--- src/edge_timer_pkg.sv ---
// Package with register map, field positions, reset values and bus carrier types for the edge-locked reload timer.
// Contract
// - 8-bit up-counter, prescaled clock, one in, one out.
// - PWM, capture, compare share the single pin pair (no capture is implemented here).
// - All control registers are 8 bits wide.
// - Active input edge reloads counter from reload register.
// - Counter equals compare value: output pin goes low.
// - Counter reaches 255: output pin goes high again.
// - After 255 counter wraps to 0, keeps counting.
// - Edge to falling output equals compare minus reload.
// - Output low lasts 255 minus compare counter periods.
// - Counter increments once per prescaled CPU clock.
// - Prescale ratio 1..128, or times three when selected.
// - Input pin event wakes the MCU from wait/stop.
// - Mode value 11100011b starts edge-reload mode, output enabled.
// - Active input edge polarity selected in second status register.
package edge_timer_pkg;

    // Widths of the data path and of the bus.
    localparam int CNT_W   = 8;
    localparam int ADR_W   = 10;
    localparam int WB_W    = 32;
    localparam int PSEL_W  = 3;
    localparam int DIV_W   = 9;

    // Register indices; the byte address is four times the index.
    localparam logic [7:0] IDX_MODE    = 8'hd5;
    localparam logic [7:0] IDX_STAT1   = 8'hd6;
    localparam logic [7:0] IDX_STAT2   = 8'hd7;
    localparam logic [7:0] IDX_COUNT   = 8'hd8;
    localparam logic [7:0] IDX_RELOAD  = 8'hd9;
    localparam logic [7:0] IDX_COMPARE = 8'hda;
    localparam logic [7:0] IDX_LOAD    = 8'hdb;

    // Field positions in mode_control.
    localparam int MC_OUT_EN_BIT = 7;
    localparam int MC_RUN_BIT    = 6;
    localparam int MC_EDGE_BIT   = 5;

    // Field positions in status_control_first.
    localparam int SC0_PS_LSB    = 0;
    localparam int SC0_FLAG_LSB  = 5;
    localparam int SC0_EDGE_FLAG = 5;
    localparam int SC0_CMP_FLAG  = 6;
    localparam int SC0_OVF_FLAG  = 7;

    // Field positions in status_control_second.
    localparam int SC1_TRIPLE_BIT = 0;
    localparam int SC1_PULLUP_BIT = 1;
    localparam int SC1_RISING_BIT = 2;

    // Reset values and fixed counter points.
    localparam logic [7:0] MODE_RST    = 8'h00;
    localparam logic [7:0] REG_RST     = 8'h00;
    localparam logic [2:0] FLAGS_RST   = 3'h0;
    localparam logic [2:0] PSEL_RST    = 3'h0;
    localparam logic       OUT_RST     = 1'b1;
    localparam logic [7:0] COUNT_TOP   = 8'hff;
    localparam logic [7:0] COUNT_ZERO  = 8'h00;
    localparam logic [7:0] MODE_START  = 8'he3;
    localparam logic [8:0] RATIO_ONE   = 9'h001;
    localparam logic [8:0] RATIO_THREE = 9'h003;

    // One Wishbone request as seen by the slave.
    typedef struct packed {
        logic              cyc;
        logic              stb;
        logic              we;
        logic [ADR_W-1:0]  adr;
        logic [3:0]        sel;
        logic [WB_W-1:0]   dat;
    } wb_req_t;

endpackage

--- src/pin_edge_sync.sv ---
// Synchroniser and active-edge detector for the timer input pin.
`timescale 1ns/10ps
module pin_edge_sync (
    input  wire logic i_clk,
    input  wire logic i_resetn,
    input  wire logic i_pin,
    input  wire logic i_rising,
    output logic      o_level,
    output logic      o_edge
);
    logic s1_r, s2_r, s3_r;
    logic s1_nxt, s2_nxt, s3_nxt;

    // Shift the pin through two stages, plus one for the edge history.
    always_comb begin
        s1_nxt = i_pin;
        s2_nxt = s1_r;
        s3_nxt = s2_r;
    end

    // Registers of the chain.
    always_ff @(posedge i_clk or negedge i_resetn) begin
        if (!i_resetn) begin
            s1_r <= 1'b0;
            s2_r <= 1'b0;
            s3_r <= 1'b0;
        end else begin
            s1_r <= s1_nxt;
            s2_r <= s2_nxt;
            s3_r <= s3_nxt;
        end
    end

    // Only the second and third stages feed the polarity-selected edge.
    assign o_level = s2_r;
    assign o_edge  = i_rising ? (s2_r & ~s3_r) : (~s2_r & s3_r);
endmodule

--- src/presc_div.sv ---
// Prescaler that turns the CPU clock into the counter increment strobe.
`timescale 1ns/10ps
module presc_div #(
    parameter int DIV_W = 9
) (
    input  wire logic       i_clk,
    input  wire logic       i_resetn,
    input  wire logic       i_run,
    input  wire logic       i_triple,
    input  wire logic [2:0] i_sel,
    output logic            o_tick
);
    logic [DIV_W-1:0] div_r, div_nxt;
    logic [DIV_W-1:0] ratio;

    // The largest ratio, 384, needs nine bits.
    if (DIV_W < 9) begin : g_width_check
        $error("presc_div: DIV_W must be at least 9");
    end

    // Ratio is a power of two, or three times a power of two.
    always_comb begin
        ratio = DIV_W'((i_triple ? 9'h003 : 9'h001) << i_sel);
    end

    // Count CPU clocks and strobe once per ratio while running.
    assign o_tick = i_run && (div_r == ratio - DIV_W'(1));

    // Divider next value: cleared when stopped or on the strobe.
    always_comb begin
        if (!i_run || o_tick) begin
            div_nxt = '0;
        end else begin
            div_nxt = div_r + DIV_W'(1);
        end
    end

    // Divider register.
    always_ff @(posedge i_clk or negedge i_resetn) begin
        if (!i_resetn) begin
            div_r <= '0;
        end else begin
            div_r <= div_nxt;
        end
    end
endmodule

--- src/edge_locked_reload_timer.sv ---
// Top of the edge-locked reload timer with its Wishbone register slave.
//
// The Wishbone slave port was chosen for this implementation.
`timescale 1ns/10ps
module edge_locked_reload_timer (
    input  wire logic                                I_CLK,
    input  wire logic                                I_RESETN,
    input  wire logic                                I_WB_CYC,
    input  wire logic                                I_WB_STB,
    input  wire logic                                I_WB_WE,
    input  wire logic [edge_timer_pkg::ADR_W-1:0]    I_WB_ADR,
    input  wire logic [3:0]                          I_WB_SEL,
    input  wire logic [edge_timer_pkg::WB_W-1:0]     I_WB_DAT,
    output logic      [edge_timer_pkg::WB_W-1:0]     O_WB_DAT,
    output logic                                     O_WB_ACK,
    input  wire logic                                I_TIMER_IN,
    output logic                                     O_TIMER_OUT,
    output logic                                     O_TIMER_OUT_OE,
    output logic                                     O_PULLUP_EN,
    output logic                                     O_WAKE
);
    import edge_timer_pkg::*;

    wb_req_t           req;
    logic              hit, wr, ld_wr, changed;
    logic [7:0]        idx, wdat;
    logic              tick, edge_evt, run, edge_mode, reload_evt;
    logic [7:0]        mode_r, mode_nxt;
    logic [2:0]        psel_r, psel_nxt;
    logic [2:0]        flags_r, flags_nxt, flags_set;
    logic [7:0]        sc1_r, sc1_nxt;
    logic [7:0]        reload_r, reload_nxt;
    logic [7:0]        compare_r, compare_nxt;
    logic [7:0]        count_r, count_nxt;
    logic              out_r, out_nxt;
    logic              ack_r, ack_nxt;
    logic              wake_r, wake_nxt;
    logic [WB_W-1:0]   rdat_r, rdat_nxt;
    logic [7:0]        rd8;

    // Gather the bus signals into one request.
    assign req = '{cyc: I_WB_CYC, stb: I_WB_STB, we: I_WB_WE, adr: I_WB_ADR, sel: I_WB_SEL, dat: I_WB_DAT};

    // Decode: one access per request, taken on the edge that raises ack.
    assign hit   = req.cyc && req.stb && !ack_r;
    assign wr    = hit && req.we && req.sel[0];
    assign idx   = req.adr[ADR_W-1:2];
    assign wdat  = req.dat[7:0];
    assign ld_wr = wr && (idx == IDX_LOAD);

    assign run        = mode_r[MC_RUN_BIT];
    assign edge_mode  = mode_r[MC_EDGE_BIT];
    assign reload_evt = run && edge_mode && edge_evt;

    // Input pin synchroniser with selectable active edge.
    pin_edge_sync u_sync (
        .i_clk    (I_CLK),
        .i_resetn (I_RESETN),
        .i_pin    (I_TIMER_IN),
        .i_rising (sc1_r[SC1_RISING_BIT]),
        .o_level  (),
        .o_edge   (edge_evt)
    );

    // Prescaler feeding the counter from the CPU clock.
    presc_div #(.DIV_W(DIV_W)) u_presc (
        .i_clk    (I_CLK),
        .i_resetn (I_RESETN),
        .i_run    (run),
        .i_triple (sc1_r[SC1_TRIPLE_BIT]),
        .i_sel    (psel_r),
        .o_tick   (tick)
    );

    // Configuration registers; all but the three-bit prescaler select are eight bits, and all are writable at any time.
    always_comb begin
        mode_nxt    = mode_r;
        psel_nxt    = psel_r;
        sc1_nxt     = sc1_r;
        reload_nxt  = reload_r;
        compare_nxt = compare_r;
        if (wr) begin
            case (idx)
                IDX_MODE:    mode_nxt    = wdat;
                IDX_STAT1:   psel_nxt    = wdat[SC0_PS_LSB +: PSEL_W];
                IDX_STAT2:   sc1_nxt     = wdat;
                IDX_RELOAD:  reload_nxt  = wdat;
                IDX_COMPARE: compare_nxt = wdat;
                default:     mode_nxt    = mode_r;
            endcase
        end
    end

    always_ff @(posedge I_CLK or negedge I_RESETN) begin
        if (!I_RESETN) begin
            mode_r    <= MODE_RST;
            psel_r    <= PSEL_RST;
            sc1_r     <= REG_RST;
            reload_r  <= REG_RST;
            compare_r <= REG_RST;
        end else begin
            mode_r    <= mode_nxt;
            psel_r    <= psel_nxt;
            sc1_r     <= sc1_nxt;
            reload_r  <= reload_nxt;
            compare_r <= compare_nxt;
        end
    end

    // Counter: software load first, then edge reload, then the increment.
    always_comb begin
        count_nxt = count_r;
        changed   = 1'b0;
        if (ld_wr) begin
            count_nxt = wdat;
            changed   = 1'b1;
        end else if (reload_evt) begin
            count_nxt = reload_r;
            changed   = 1'b1;
        end else if (tick) begin
            count_nxt = count_r + 8'h01;
            changed   = 1'b1;
        end
    end

    // Output level: low at the compare match, high again at the top count.
    always_comb begin
        out_nxt = out_r;
        if (changed && (count_nxt == compare_r)) begin
            out_nxt = 1'b0;
        end else if (changed && (count_nxt == COUNT_TOP)) begin
            out_nxt = 1'b1;
        end
    end

    // Sticky flags; a set in the cycle of a write-zero clear wins.
    always_comb begin
        flags_set = {tick && !reload_evt && !ld_wr && (count_r == COUNT_TOP),
                     changed && (count_nxt == compare_r),
                     edge_evt};
        flags_nxt = flags_r;
        if (wr && (idx == IDX_STAT1)) begin
            flags_nxt = flags_r & wdat[SC0_FLAG_LSB +: 3];
        end
        flags_nxt = flags_nxt | flags_set;
    end

    // Wake request pulses on every active pin edge, running or not.
    always_comb begin
        wake_nxt = edge_evt;
    end

    always_ff @(posedge I_CLK or negedge I_RESETN) begin
        if (!I_RESETN) begin
            count_r <= COUNT_ZERO;
            out_r   <= OUT_RST;
            flags_r <= FLAGS_RST;
            wake_r  <= 1'b0;
        end else begin
            count_r <= count_nxt;
            out_r   <= out_nxt;
            flags_r <= flags_nxt;
            wake_r  <= wake_nxt;
        end
    end

    // Read mux; unmapped addresses read as zero but are still acknowledged.
    always_comb begin
        case (idx)
            IDX_MODE:    rd8 = mode_r;
            IDX_STAT1:   rd8 = {flags_r, 2'b00, psel_r};
            IDX_STAT2:   rd8 = sc1_r;
            IDX_COUNT:   rd8 = count_r;
            IDX_RELOAD:  rd8 = reload_r;
            IDX_COMPARE: rd8 = compare_r;
            IDX_LOAD:    rd8 = count_r;
            default:     rd8 = 8'h00;
        endcase
        rdat_nxt = rdat_r;
        if (hit && !req.we) begin
            rdat_nxt = {24'h000000, rd8};
        end
        ack_nxt = hit;
    end

    always_ff @(posedge I_CLK or negedge I_RESETN) begin
        if (!I_RESETN) begin
            ack_r  <= 1'b0;
            rdat_r <= '0;
        end else begin
            ack_r  <= ack_nxt;
            rdat_r <= rdat_nxt;
        end
    end

    // Compare and the reload PWM share this single pin pair; no capture function drives it.
    assign O_TIMER_OUT    = out_r;
    assign O_TIMER_OUT_OE = mode_r[MC_OUT_EN_BIT];
    assign O_PULLUP_EN    = sc1_r[SC1_PULLUP_BIT];
    assign O_WAKE         = wake_r;
    assign O_WB_ACK       = ack_r;
    assign O_WB_DAT       = rdat_r;

    // Checking helpers: expected ratio and cycles since the last strobe.
    logic [8:0] ratio_chk;
    logic [8:0] gap_r;
    logic       gap_ok_r;
    logic       cfg_wr;
    assign ratio_chk = (sc1_r[SC1_TRIPLE_BIT] ? RATIO_THREE : RATIO_ONE) << psel_r;
    assign cfg_wr    = wr && ((idx == IDX_STAT1) || (idx == IDX_STAT2) || (idx == IDX_MODE));

    always_ff @(posedge I_CLK or negedge I_RESETN) begin
        if (!I_RESETN) begin
            gap_r    <= 9'h000;
            gap_ok_r <= 1'b0;
        end else if (!run || cfg_wr) begin
            gap_r    <= 9'h000;
            gap_ok_r <= 1'b0;
        end else if (tick) begin
            gap_r    <= 9'h000;
            gap_ok_r <= 1'b1;
        end else begin
            gap_r    <= gap_r + 9'h001;
        end
    end
endmodule

--- config.mk ---
export PLATFORM = sky130hd
export DESIGN_NAME = edge_locked_reload_timer
export DESIGN_NICKNAME = d
export VERILOG_FILES = /design/src/edge_timer_pkg.sv /design/src/pin_edge_sync.sv /design/src/presc_div.sv /design/src/edge_locked_reload_timer.sv
export SDC_FILE = /design/constraint.sdc
export NUM_CORES = 1
export LEC_CHECK = 0
export BUFFER_PORTS_ARGS = -buffer_cell sky130_fd_sc_hd__buf_4
export CORE_ASPECT_RATIO = 1.5
export CORE_MARGIN = 5
export CORE_UTILIZATION = 40
export CTS_BUF_LIST = sky130_fd_sc_hd__clkbuf_4
export DETAILED_ROUTE_END_ITERATION = 8
export PLACE_DENSITY = 0.65
export REMOVE_ABC_BUFFERS = 1
export SKIP_LAST_GASP = 1
export SLEW_MARGIN = 20
export SYNTH_ARGS = -nofsm -noshare
export SYNTH_HDL_FRONTEND = slang
export SYNTH_SLANG_ARGS = --single-unit
--- constraint.sdc ---
create_clock -name I_CLK -period 9.75 [get_ports I_CLK]
set_input_delay 1.4625 -clock I_CLK [delete_from_list [all_inputs] [get_ports I_CLK]]
set_output_delay 1.4625 -clock I_CLK [all_outputs]
set_load 0.02 [all_outputs]
==> flow_summary.ini <==
[critical_path]
r2r_end = flags_r[1]
r2r-start = psel_r[2]
crit_arrival_ps = 4360
critPathKind = flop to flop
cp-startpoint = psel_r[2]
slowest_delay_ps = 560
rrSetupSlack_ps = 5740
crit_top_cell = mux2i_1
endpoint = flags_r[1]
crit_cells = 12
cp_max_fo = 16
crit_path_start_kind = flop
critical_path.cell_chain = or3_1, ha_1, nand2_1, a21boi_1, or4_4, a221o_1, nor2_2, mux2i_1, mux2i_1, o2111a_1, o2111ai_1, o31ai_1
crit_buf_inv = 0
cp_top_family = simple AND/OR/NAND/NOR gates
reg2reg_depth = 12
setup.worst_path.end_class = flop
critPathRequiredTime_ps = 10090
cp_slowest_cell = dfrtp_1

[cts]
cts_hold_buf = 0
htree_levels = 3
cts-buffers-inserted = 9
numClockSinks = 69
cts_setup_buffers = 0
clockBufferDepth = 2
root_buffer = clkbuf_4
clkSlewWorstSetupHoldPaths_ps = 110
clock_latency_ps = 440
cts_tree = built
cts_resized = 0

[die]
start_util_pct = 41.0
io_pins = 89
die_x_um = 91.4
dieArea_sq_um = 12100
die_y_um = 132
placementRows = 44
coreArea_sq_um = 9690

[hold_path]
min_path_type = flop to flop

[sta]
fin_ws_ps = 5740
skew_ps = 14.2
min_period_ps = 4010
finalSetupViolCount = 0
rsz0062_at_grt = no
relSlewSlack_pct = 29.2
finalCritPeriodShare_pct = 41.2
tns_ps = 0
tightestPinTransition_ps = 1050
hold_viol = 0
slew_violations = 0
fmax_mhz = 249

[global_route]
grt.overflow.total = 0
grt_pass1_wl_mm = 16.3
antenna_found_initial = 1
grt_start_max_net_pins = 70
grt_pass1_vias = 3294
grt_usage_pct = 16.9

[layout]
final_common_cell = dfrtp_1
stdcell_count = 553
nNetsFinal = 487
final_core_util_pct = 44.9
layout_common_cells = dfrtp_1 (68), nor2_1 (37), buf_4 (36), mux2_2 (35), nand2_1 (26)
drive_above_1_share_pct = 20.6
area_growth_pct = 9.44
fin_area_sq_um = 4350

[placed_design]
dpl.cell_count = 536
place_area_sq_um = 4250
portBuffers = 35
pre_cts_ws_ps = 5420
place.gp.congestion = 0.961
place_hpwl_mm = 7.07

[outcome]
outcome = finished clean

[yosys]
netlist_area_sq_um = 3980
synth-main-ff-cell = dfrtp_1
yosysUniqueCellTypes = 66
synth-edff-count = 0
ys_warn_count = 0
async_flop_share_pct = 100
syn_area_per_cell_sq_um = 10.0
ys_seq_area_share_pct = 43.5
synthCells = 397
ys_ff_latch = 69

[power_and_ir_drop]
ir_drop_uv = 54.4
power_density_nw_per_um2 = 119
p_leak_nw = 1.97

[route]
drt_pass1_iterations = 4
ant_nets = 0
vias_per_cell = 5.80
detail_route.iter0.violations = 261
vias = 3206
route.detailed.drc = 0
wl_mm = 10.0
routedWlPerCell_um = 18.1

[flow_run]
maxCapViolations = 0
==> power by group <==
| part | internal, mW | total (mW) | switching (mW) |
|---|---|---|---|
| combinational | 0.0241 | 0.0640 | 0.0399 |
| sequential | 0.294 | 0.301 | 0.00693 |
| clock | 0.0480 | 0.150 | 0.102 |
==> through the flow <==
step	power (mW)	hold slack (ps)
2_1_floorplan	0.341	331
3_3_place_gp	0.370	334
3_5_place_dp	0.372	336
4_1_cts	0.522	361
5_1_grt	0.540	378
6_report	0.516	355
==> sequential cells by signal, indices dropped and copies added (netlist names), 3 cells and up <==
register       flops
flags_r            3
O_WB_DAT           8
u_presc.div_r      9
count_r            8
mode_r             8
reload_r           8
psel_r             3
sc1_r              8
compare_r          8
==> cell usage after synthesis (all sizes together) (2+ instances only) <==
cell	count	area share (%)
a21oi	11	1.4
buf	27	5.0
dfrtp	68	43
nand4	6	0.94
a222oi	2	0.50
nor3b	3	0.57
a31oi	7	1.1
mux2	35	9.9
or3b	3	0.66
a21o	4	0.76
or4	3	0.66
nand2	26	2.5
o31ai	2	0.38
nor3	3	0.38
a211oi	3	0.57
o21a	2	0.38
nor2	38	3.7
or2	2	0.31
o22ai	2	0.31
clkbuf	8	0.76
nor4	3	0.47
xor2	7	1.5
ha	3	0.94
o21ai	21	2.9
inv	9	0.85
xnor2	14	3.1
mux2i	4	1.0
a22oi	9	1.7
a311oi	2	0.44
o2111a	2	0.57
nand2b	3	0.47
and2	2	0.31
or3	7	1.1
nand3b	4	0.76
nand3	9	1.1
and3	7	1.1
a22o	8	1.8
a21boi	2	0.38
o211ai	2	0.38
nand4b	2	0.44
a221oi	6	1.3
==> kinds of logic (layout without fill, tap and decap cells) <==
logic type,count (synthesis),count (layout),share of synthesized area [%]
other,1,25,0.0943
XOR/XNOR,21,21,4.63
flip-flops,69,69,43.5
adder cells (fa/ha/maj),3,3,0.944
buffers and inverters,44,61,6.58
AO/OA/AOI/OAI,93,93,16.7
multiplexers,39,39,10.9
AND/OR/NAND/NOR,127,127,16.7
==> per-layer routing <==
metal  wire length [um]  vias up  global-route usage (%)
met5                  0        -                       0
met4                269        0                    8.97
met3                544       17                    3.03
met2               5270       95                    28.7
met1               3920     1599                    20.0
li1                   -     1495                       -
==> worst min path at each step <==
stage	startpoint	to	slack [ps]	depth (start not counted)
finish	u_sync.s1_r	u_sync.o_level	350	0
global placement	u_sync.s1_r	u_sync.o_level	330	0
detailed placement	u_sync.s1_r	u_sync.o_level	340	0
CTS	u_sync.s1_r	u_sync.o_level	360	0
floorplan	u_sync.s1_r	u_sync.o_level	330	0
global route	u_sync.s1_r	u_sync.o_level	380	0
==> layout make-up <==
cell class	count	area, sq um
antenna	1	2.50
clock buffer	9	67.6
clock inverter	7	32.5
fill	929	5340
inverter	9	33.8
multi-input combinational	307	2070
sequential	69	1730
tap	115	144
timing repair buffer	36	270
No activity file was read; power rests on OpenSTA's default activity.
